<file path="config.mk">
export PLATFORM = sky130hd
export DESIGN_NAME = fmi_datapath
export DESIGN_NICKNAME = d
export VERILOG_FILES = /design/src/rtl/fmi_pkg.sv /design/src/rtl/fmi_decode.sv /design/src/rtl/fmi_datapath.sv
export SDC_FILE = /design/constraint.sdc
export NUM_CORES = 1
export LEC_CHECK = 0
export ABC_CLOCK_PERIOD_IN_PS = 4500
export BUFFER_PORTS_ARGS = -buffer_cell sky130_fd_sc_hd__clkbuf_2
export CORE_ASPECT_RATIO = 1.5
export CORE_MARGIN = 1.5
export CORE_UTILIZATION = 40
export DETAILED_ROUTE_END_ITERATION = 8
export GPL_ROUTABILITY_DRIVEN = 1
export PLACE_DENSITY = 0.72
export REMOVE_ABC_BUFFERS = 1
export SYNTH_ARGS = -nofsm -noshare
export SYNTH_HDL_FRONTEND = slang
export SYNTH_SLANG_ARGS = --single-unit
</file>
<file path="constraint.sdc">
create_clock -name sys_clk_i -period 4.5 [get_ports sys_clk_i]
set_input_delay 0.9 -clock sys_clk_i [delete_from_list [all_inputs] [get_ports sys_clk_i]]
set_output_delay 0.9 -clock sys_clk_i [all_outputs]
set_load 0.02 [all_outputs]
</file>
<file path="src/rtl/fmi_pkg.sv">
/*
 * Constants and types for the file-register move/increment datapath.
 * Assumes a 14-bit instruction word and 8-bit data memory in the core.
 */
package fmi_pkg;
    localparam int DATA_W = 8;
    localparam int ADDR_W = 7;
    localparam int INSN_W = 14;
    // Field positions in the instruction word
    localparam int DEST_BIT = 7;
    localparam int ADDR_LSB = 0;
    localparam int LIT_LSB = 0;
    // Opcode patterns, low bits masked
    localparam logic [5:0] OPC_INC6 = 6'h0A;
    localparam logic [5:0] OPC_IOR6 = 6'h04;
    localparam logic [5:0] OPC_MOVE6 = 6'h08;
    localparam logic [6:0] OPC_STORE7 = 7'h01;
    localparam logic [3:0] OPC_LIT4 = 4'h3;
    localparam logic [13:0] OPC_NOP = 14'h0000;
    localparam logic [7:0] ACC_RESET = 8'h00;
    localparam logic ZERO_RESET = 1'h0;

    typedef enum logic [2:0] {
        FMI_OP_NONE = 3'b000,
        FMI_OP_INC = 3'b001,
        FMI_OP_IOR = 3'b010,
        FMI_OP_MOVE = 3'b011,
        FMI_OP_STORE = 3'b100,
        FMI_OP_LIT = 3'b101
    } fmi_op_t;
endpackage

</file>
<file path="src/rtl/fmi_decode.sv">
/*
 * Instruction decoder for the move/increment group.
 * Assumes an instruction word valid in the cycle it is presented.
 */
`timescale 1ns/1ps
module fmi_decode (
    input wire logic [13:0] insn_i,
    output fmi_pkg::fmi_op_t op_o,
    output logic dest_file_o,
    output logic [6:0] addr_o,
    output logic [7:0] literal_o
);
    always_comb begin
        op_o = fmi_pkg::FMI_OP_NONE;
        if (insn_i[13:8] == fmi_pkg::OPC_INC6) begin
            op_o = fmi_pkg::FMI_OP_INC;
        end else if (insn_i[13:8] == fmi_pkg::OPC_IOR6) begin
            op_o = fmi_pkg::FMI_OP_IOR;
        end else if (insn_i[13:8] == fmi_pkg::OPC_MOVE6) begin
            op_o = fmi_pkg::FMI_OP_MOVE;
        end else if (insn_i[13:7] == fmi_pkg::OPC_STORE7) begin
            op_o = fmi_pkg::FMI_OP_STORE;
        end else if (insn_i[13:10] == fmi_pkg::OPC_LIT4) begin
            // Bits 9:8 ignored; software is expected to keep them zero
            op_o = fmi_pkg::FMI_OP_LIT;
        end
    end
    assign dest_file_o = insn_i[fmi_pkg::DEST_BIT];
    assign addr_o = insn_i[fmi_pkg::ADDR_LSB +: fmi_pkg::ADDR_W];
    assign literal_o = insn_i[fmi_pkg::LIT_LSB +: fmi_pkg::DATA_W];
endmodule

</file>
<file path="src/rtl/fmi_datapath.sv">
/*
 * Execution datapath for increment, OR, move, store and load-literal.
 * Assumes data memory read is combinational on mem_addr_o and a write
 * is taken on the clock edge while mem_we_o is high. One insn per cycle.
 */
`timescale 1ns/1ps
// Overview of operation
// - Increment addressed file, address 0 to 127
// - Target bit 0 writes accumulator, 1 writes file
// - OR accumulator with file, route, update zero
// - Move file to chosen target, update zero
// - Move back to file tests for zero
// - Store accumulator to file, flags unchanged
// - Load literal to accumulator, flags unchanged
module fmi_datapath #(
    parameter int DATA_W = fmi_pkg::DATA_W,
    parameter int ADDR_W = fmi_pkg::ADDR_W
) (
    input wire logic sys_clk_i,
    input wire logic reset_i,
    input wire logic insn_valid_i,
    input wire logic [13:0] insn_i,
    input wire logic [DATA_W-1:0] mem_rdata_i,
    output logic [ADDR_W-1:0] mem_addr_o,
    output logic [DATA_W-1:0] mem_wdata_o,
    output logic mem_we_o,
    output logic [DATA_W-1:0] accum_o,
    output logic zero_flag_o
);
    // Logic below is sized for one data byte and 128 file registers
    if (DATA_W != 8 || ADDR_W != 7) begin : g_bad_width
        $error("fmi_datapath serves only 8-bit data and 7-bit addresses");
    end

    // ****************************************
    // Decode
    // ****************************************
    fmi_pkg::fmi_op_t op;
    logic dest_file;
    logic [6:0] addr;
    logic [7:0] literal;

    fmi_decode u_decode (
        .insn_i(insn_i),
        .op_o(op),
        .dest_file_o(dest_file),
        .addr_o(addr),
        .literal_o(literal)
    );

    // ****************************************
    // Result and routing
    // ****************************************
    logic [DATA_W-1:0] acc_q, acc_d;
    logic zero_q, zero_d;
    logic [DATA_W-1:0] result;
    logic affects_zero;
    logic writes_file;
    logic writes_acc;

    function automatic logic is_zero(input logic [7:0] v);
        return v == 8'h00;
    endfunction

    always_comb begin
        result = mem_rdata_i;
        affects_zero = 1'b0;
        writes_file = 1'b0;
        writes_acc = 1'b0;
        if (insn_valid_i) begin
            unique case (op)
                fmi_pkg::FMI_OP_INC: begin
                    result = DATA_W'(mem_rdata_i + 1'b1);
                    affects_zero = 1'b1;
                    writes_file = dest_file;
                    writes_acc = !dest_file;
                end
                fmi_pkg::FMI_OP_IOR: begin
                    result = acc_q | mem_rdata_i;
                    affects_zero = 1'b1;
                    writes_file = dest_file;
                    writes_acc = !dest_file;
                end
                fmi_pkg::FMI_OP_MOVE: begin
                    // Write-back of same value leaves file unchanged
                    result = mem_rdata_i;
                    affects_zero = 1'b1;
                    writes_file = dest_file;
                    writes_acc = !dest_file;
                end
                fmi_pkg::FMI_OP_STORE: begin
                    result = acc_q;
                    writes_file = 1'b1;
                end
                fmi_pkg::FMI_OP_LIT: begin
                    result = literal;
                    writes_acc = 1'b1;
                end
                fmi_pkg::FMI_OP_NONE: begin
                    result = mem_rdata_i;
                end
            endcase
        end
    end

    always_comb begin
        acc_d = writes_acc ? result : acc_q;
        zero_d = affects_zero ? is_zero(result) : zero_q;
    end

    always_ff @(posedge sys_clk_i or posedge reset_i) begin
        if (reset_i) begin
            acc_q <= fmi_pkg::ACC_RESET;
            zero_q <= fmi_pkg::ZERO_RESET;
        end else begin
            acc_q <= acc_d;
            zero_q <= zero_d;
        end
    end

    // Memory port is combinational; the write lands on the edge that ends the cycle
    assign mem_addr_o = addr;
    assign mem_wdata_o = result;
    assign mem_we_o = writes_file;
    assign accum_o = acc_q;
    assign zero_flag_o = zero_q;

    // ****************************************
    // Checks
    // ****************************************
    a_inc_result: assert property (@(posedge sys_clk_i) disable iff (reset_i)
        insn_valid_i && op == fmi_pkg::FMI_OP_INC && !dest_file
        |=> acc_q == DATA_W'($past(mem_rdata_i) + 1'b1))
        else $error("increment result wrong");
    a_dest_file_write: assert property (@(posedge sys_clk_i) disable iff (reset_i)
        insn_valid_i && dest_file && op inside {fmi_pkg::FMI_OP_INC, fmi_pkg::FMI_OP_IOR}
        |-> mem_we_o ##1 $stable(acc_q))
        else $error("file target not honoured");
    a_or_result: assert property (@(posedge sys_clk_i) disable iff (reset_i)
        insn_valid_i && op == fmi_pkg::FMI_OP_IOR && !dest_file
        |=> acc_q == ($past(acc_q) | $past(mem_rdata_i)))
        else $error("or result wrong");
    a_move_to_acc: assert property (@(posedge sys_clk_i) disable iff (reset_i)
        insn_valid_i && op == fmi_pkg::FMI_OP_MOVE && !dest_file
        |=> acc_q == $past(mem_rdata_i))
        else $error("move to accumulator wrong");
    a_move_test: assert property (@(posedge sys_clk_i) disable iff (reset_i)
        insn_valid_i && op == fmi_pkg::FMI_OP_MOVE && dest_file
        |-> mem_we_o && mem_wdata_o == mem_rdata_i)
        else $error("register test altered value");
    a_store_flags: assert property (@(posedge sys_clk_i) disable iff (reset_i)
        insn_valid_i && op == fmi_pkg::FMI_OP_STORE
        |-> mem_we_o && mem_wdata_o == acc_q ##1 $stable(zero_q))
        else $error("store wrong or flag changed");
    a_literal_load: assert property (@(posedge sys_clk_i) disable iff (reset_i)
        insn_valid_i && op == fmi_pkg::FMI_OP_LIT
        |=> acc_q == $past(literal) && $stable(zero_q))
        else $error("literal load wrong");
    a_zero_flag: assert property (@(posedge sys_clk_i) disable iff (reset_i)
        insn_valid_i && op inside {fmi_pkg::FMI_OP_INC, fmi_pkg::FMI_OP_IOR,
        fmi_pkg::FMI_OP_MOVE} |=> zero_q == ($past(result) == 8'h00))
        else $error("zero flag mismatch");

    // ****************************************
    // Checks on strobe and state changes
    // ****************************************
    // Strobe checks are same-cycle, state checks next-cycle; the memory takes the write on the edge
    a_refused_idle: assert property (@(posedge sys_clk_i) disable iff (reset_i)
        !insn_valid_i || op == fmi_pkg::FMI_OP_NONE
        |-> !mem_we_o ##1 ($stable(acc_q) && $stable(zero_q)))
        else $error("idle cycle changed state");
    a_inc_to_file: assert property (@(posedge sys_clk_i) disable iff (reset_i)
        insn_valid_i && op == fmi_pkg::FMI_OP_INC && dest_file
        |-> mem_wdata_o == DATA_W'(mem_rdata_i + 1'b1))
        else $error("increment write data wrong");
    a_or_to_file: assert property (@(posedge sys_clk_i) disable iff (reset_i)
        insn_valid_i && op == fmi_pkg::FMI_OP_IOR && dest_file
        |-> mem_wdata_o == (acc_q | mem_rdata_i))
        else $error("or write data wrong");
    a_acc_target_only: assert property (@(posedge sys_clk_i) disable iff (reset_i)
        insn_valid_i && !dest_file && op inside {fmi_pkg::FMI_OP_INC, fmi_pkg::FMI_OP_IOR,
        fmi_pkg::FMI_OP_MOVE} |-> !mem_we_o)
        else $error("accumulator target wrote memory");
    a_move_test_keep: assert property (@(posedge sys_clk_i) disable iff (reset_i)
        insn_valid_i && op == fmi_pkg::FMI_OP_MOVE && dest_file
        |=> $stable(acc_q) && zero_q == ($past(mem_rdata_i) == 8'h00))
        else $error("register test flag wrong");
    a_move_acc_zero: assert property (@(posedge sys_clk_i) disable iff (reset_i)
        insn_valid_i && op == fmi_pkg::FMI_OP_MOVE && !dest_file
        |=> zero_q == ($past(mem_rdata_i) == 8'h00))
        else $error("move flag wrong");
    a_or_acc_zero: assert property (@(posedge sys_clk_i) disable iff (reset_i)
        insn_valid_i && op == fmi_pkg::FMI_OP_IOR && !dest_file
        |=> zero_q == (($past(acc_q) | $past(mem_rdata_i)) == 8'h00))
        else $error("or flag wrong");
    a_store_keep_acc: assert property (@(posedge sys_clk_i) disable iff (reset_i)
        insn_valid_i && op == fmi_pkg::FMI_OP_STORE
        |=> $stable(acc_q))
        else $error("store changed accumulator");
    a_literal_no_write: assert property (@(posedge sys_clk_i) disable iff (reset_i)
        insn_valid_i && op == fmi_pkg::FMI_OP_LIT
        |-> !mem_we_o)
        else $error("literal load wrote memory");
    a_addr_follow: assert property (@(posedge sys_clk_i) disable iff (reset_i)
        mem_addr_o == insn_i[fmi_pkg::ADDR_LSB +: fmi_pkg::ADDR_W])
        else $error("memory address wrong");
    a_we_needs_insn: assert property (@(posedge sys_clk_i) disable iff (reset_i)
        mem_we_o |-> insn_valid_i && op inside {fmi_pkg::FMI_OP_INC, fmi_pkg::FMI_OP_IOR,
        fmi_pkg::FMI_OP_MOVE, fmi_pkg::FMI_OP_STORE})
        else $error("write strobe without writing insn");
    // Changes of registered state must trace back to an accepted insn
    a_acc_change_cause: assert property (@(posedge sys_clk_i) disable iff (reset_i)
        $changed(acc_q) |-> $past(writes_acc))
        else $error("accumulator changed without cause");
    a_zero_change_cause: assert property (@(posedge sys_clk_i) disable iff (reset_i)
        $changed(zero_q) |-> $past(affects_zero))
        else $error("zero flag changed without cause");
    a_inc_wrap_zero: assert property (@(posedge sys_clk_i) disable iff (reset_i)
        insn_valid_i && op == fmi_pkg::FMI_OP_INC && mem_rdata_i == 8'hFF
        |=> zero_q)
        else $error("increment wrap did not set zero");
endmodule

</file>
==> flow_metrics.py <==
metrics = {
    "run_status": {
        "outcome": "finished, final reports clean",
    },
    "routing": {
        "vias": 1127,
        "ant_nets": 0,
        "drc": 0,
        "viasPerCell": 5.93,
        "drt-initial-drc-count": 36,
        "dr.pass1.iters": 4,
        "drt_wl_total_um": 2850,
        "drt-wirelength-per-cell_um": 15.0,
    },
    "logic_synthesis": {
        "avgSynthCellArea_um2": 8.06,
        "synth_xor_area_frac": 0.00891,
        "ys_seq_elements": 9,
        "ys_seq_area_frac": 0.229,
        "synthFlopType": "dfrtp_1",
        "synth_mux_area_frac": 0.0687,
        "synth_compound_area_frac": 0.267,
        "ys_async_sr_fraction": 1.00,
        "synthDistinctLibCells": 50,
        "syn_inst": 122,
        "synth_fa_ha_area_frac": 0.0127,
        "synth_top_family_by_area": "simple AND/OR/NAND/NOR gates",
        "ys.warnings.count": 0,
        "syn_area_um2": 983,
        "synth-simple-area-share": 0.328,
        "synth_edf_count": 0,
    },
    "floorplanning": {
        "die_h_um": 63.7,
        "core_um2": 2290,
        "die_w_um": 43.5,
        "rows": 21,
        "initial_core_util": 0.430,
        "ios": 50,
        "dieArea_um2": 2770,
    },
    "pwr": {
        "power_leakage_nw": 0.589,
        "p_per_area_nw_per_um2": 259,
        "vdd_ir_drop_max_uv": 189,
    },
    "timing": {
        "relSlewSlack": 0.657,
        "hold_violations": 0,
        "setup_viol": 0,
        "post-route-period-util": 0.740,
        "rsz0062_at_grt": "false",
        "skew_ns": 0.000417,
        "timing.setup.tns_ns": 0,
        "finalCriticalPeriod_ns": 3.33,
        "drv_slew": 0,
        "max_freq_ghz": 0.300,
        "tightestPinTransition_ns": 0.510,
    },
    "layout": {
        "fin_area_um2": 1230,
        "finalNetCount": 194,
        "layout_commonest_cell": "clkbuf_2",
        "postLayoutCoreUtil": 0.538,
        "layout_common_cells": "clkbuf_2, nand2_1, dfrtp_1",
        "drive_gt1_frac": 0.413,
        "diodes": 0,
        "fillers": 231,
        "area.growth.synth_to_final_pct": 25.1,
        "final_cells": 190,
    },
    "setup_path": {
        "r2r_setup_slack_ns": 2.95,
        "arrival_ns": 2.43,
        "cp_cell_sequence": "clkbuf_2 -> nor3_1 -> and3_4 -> a221o_1 -> o22ai_2 -> nor2_1 -> clkbuf_2",
        "crit_top_cell": "clkbuf_2",
        "cp_max_fo": 5,
        "slowest_stage": "nor3_1",
        "endpoint_kind": "output pin",
        "cp-start-kind": "primary input",
        "worstSetupPathType": "primary input to output pin",
        "cp_slowest_stage_delay_ns": 0.47,
        "cp.required_ns": 3.60,
    },
    "clock_tree": {
        "worstSkewPairLatency_ns": 0.25,
        "htree_levels": 1,
        "cts_resized": 0,
        "cts.sinks": 9,
        "root_buffer": "clkbuf_4",
        "clkTransAtPathRegs_ns": 0.05,
        "cts_made_buffers": 3,
        "cts_buffer_depth": 2,
        "cts_hold_buffers": 0,
        "cts_setup_buffers": 0,
        "cts_tree": "yes",
    },
    "run": {
        "max-cap-violations": 0,
    },
    "placement": {
        "gp_congestion": 0.926,
        "port_buffers": 49,
        "hpwl_um": 2440,
        "placed_area_um2": 1200,
        "dpl.cell_count": 186,
    },
    "global_routing": {
        "grt_usage": 0.216,
        "antenna_found_initial": 0,
        "grt_max_degree": 12,
        "grt_pass1_vias": 1088,
        "grt_pass1_wl_um": 4640,
        "overflow": 0,
    },
    "min_path": {
        "hp-class": "flop to flop",
    },
}
cell usage after synthesis (2+ instances only):
cell | n | share of area
inv_1 | 6 | 0.023
o22ai_1 | 2 | 0.013
nor3b_1 | 2 | 0.015
nor3_1 | 4 | 0.020
a31oi_1 | 3 | 0.019
nand4_1 | 6 | 0.038
o21a_1 | 2 | 0.015
nand2_1 | 14 | 0.053
a221o_1 | 2 | 0.020
dfrtp_1 | 9 | 0.23
buf_4 | 7 | 0.053
o21ai_0 | 6 | 0.031
a211oi_1 | 2 | 0.015
a22o_1 | 2 | 0.018
mux2_2 | 6 | 0.069
o211ai_1 | 2 | 0.015
nand3_1 | 5 | 0.025
and3_1 | 2 | 0.013
nor2_1 | 6 | 0.023
a21oi_1 | 4 | 0.020
final cells by class:
class | instances | area [µm²] | share of cell area
inverter | 6 | 22.5 | 0.0183
sequential | 9 | 225 | 0.183
timing repair buffer | 50 | 253 | 0.205
tap | 23 | 28.8 | 0.0234
multi-input combinational | 98 | 674 | 0.548
clock buffer | 4 | 26.3 | 0.0214
critical path: cells and delay by family:
kind	cells	cell delay, ns
simple gates	3	0.92
buf+inv	2	0.32
compound gates	2	0.29
state kept, by name, summed over array words and instances, names as in the netlist:
name and count:
accum_o 8, zero_flag_o 1
final timing paths:
check / depth (start not counted) / endpoint / from
worst max-delay path: 7 / mem_wdata_o[3] / insn_i[13]
worst min-delay path: 2 / zero_flag_o / zero_flag_o
worst max register to register: 5 / zero_flag_o / accum_o[1]
worst min register to register: 2 / zero_flag_o / zero_flag_o
max in group asynchronous: 2 / accum_o[7] / reset_i
min in group asynchronous: 2 / accum_o[2] / reset_i
power by group:
group / total, mW / internal, mW / switching [mW]
registers: 0.120 / 0.101 / 0.0189
logic: 0.140 / 0.0533 / 0.0867
clock network: 0.0583 / 0.0339 / 0.0244
per-layer routing:
| metal | track usage | wire length [µm] | vias up | part of all wire |
|---|---|---|---|---|
| met5 | 0 | 0 | - | 0 |
| met4 | 0.102 | 77 | 0 | 0.027 |
| met3 | 0.0254 | 175 | 10 | 0.061 |
| met2 | 0.399 | 1540 | 52 | 0.54 |
| met1 | 0.230 | 1060 | 513 | 0.37 |
| li1 | - | - | 552 | - |
kinds of logic (layout without fill, tap and decap cells):
group,after synthesis,in the layout
and+or+nand+nor,55,55
AOI/OAI and AO/OA,35,35
muxes,6,6
adders and majority gates,1,1
buffers and inverters,15,60
DFF,9,9
xor gates and xnor gates,1,1
through the flow:
step           hold slack [ns]  setup WS (ns)  power (mW)
2_1_floorplan            0.580           1.04       0.194
3_3_place_gp             0.486           1.24       0.257
3_5_place_dp             0.477           1.19       0.262
4_1_cts                  0.500           1.18       0.322
5_1_grt                  0.536           1.02       0.341
6_report                 0.494           1.17       0.318
No activity file was read; power rests on OpenSTA's default activity.
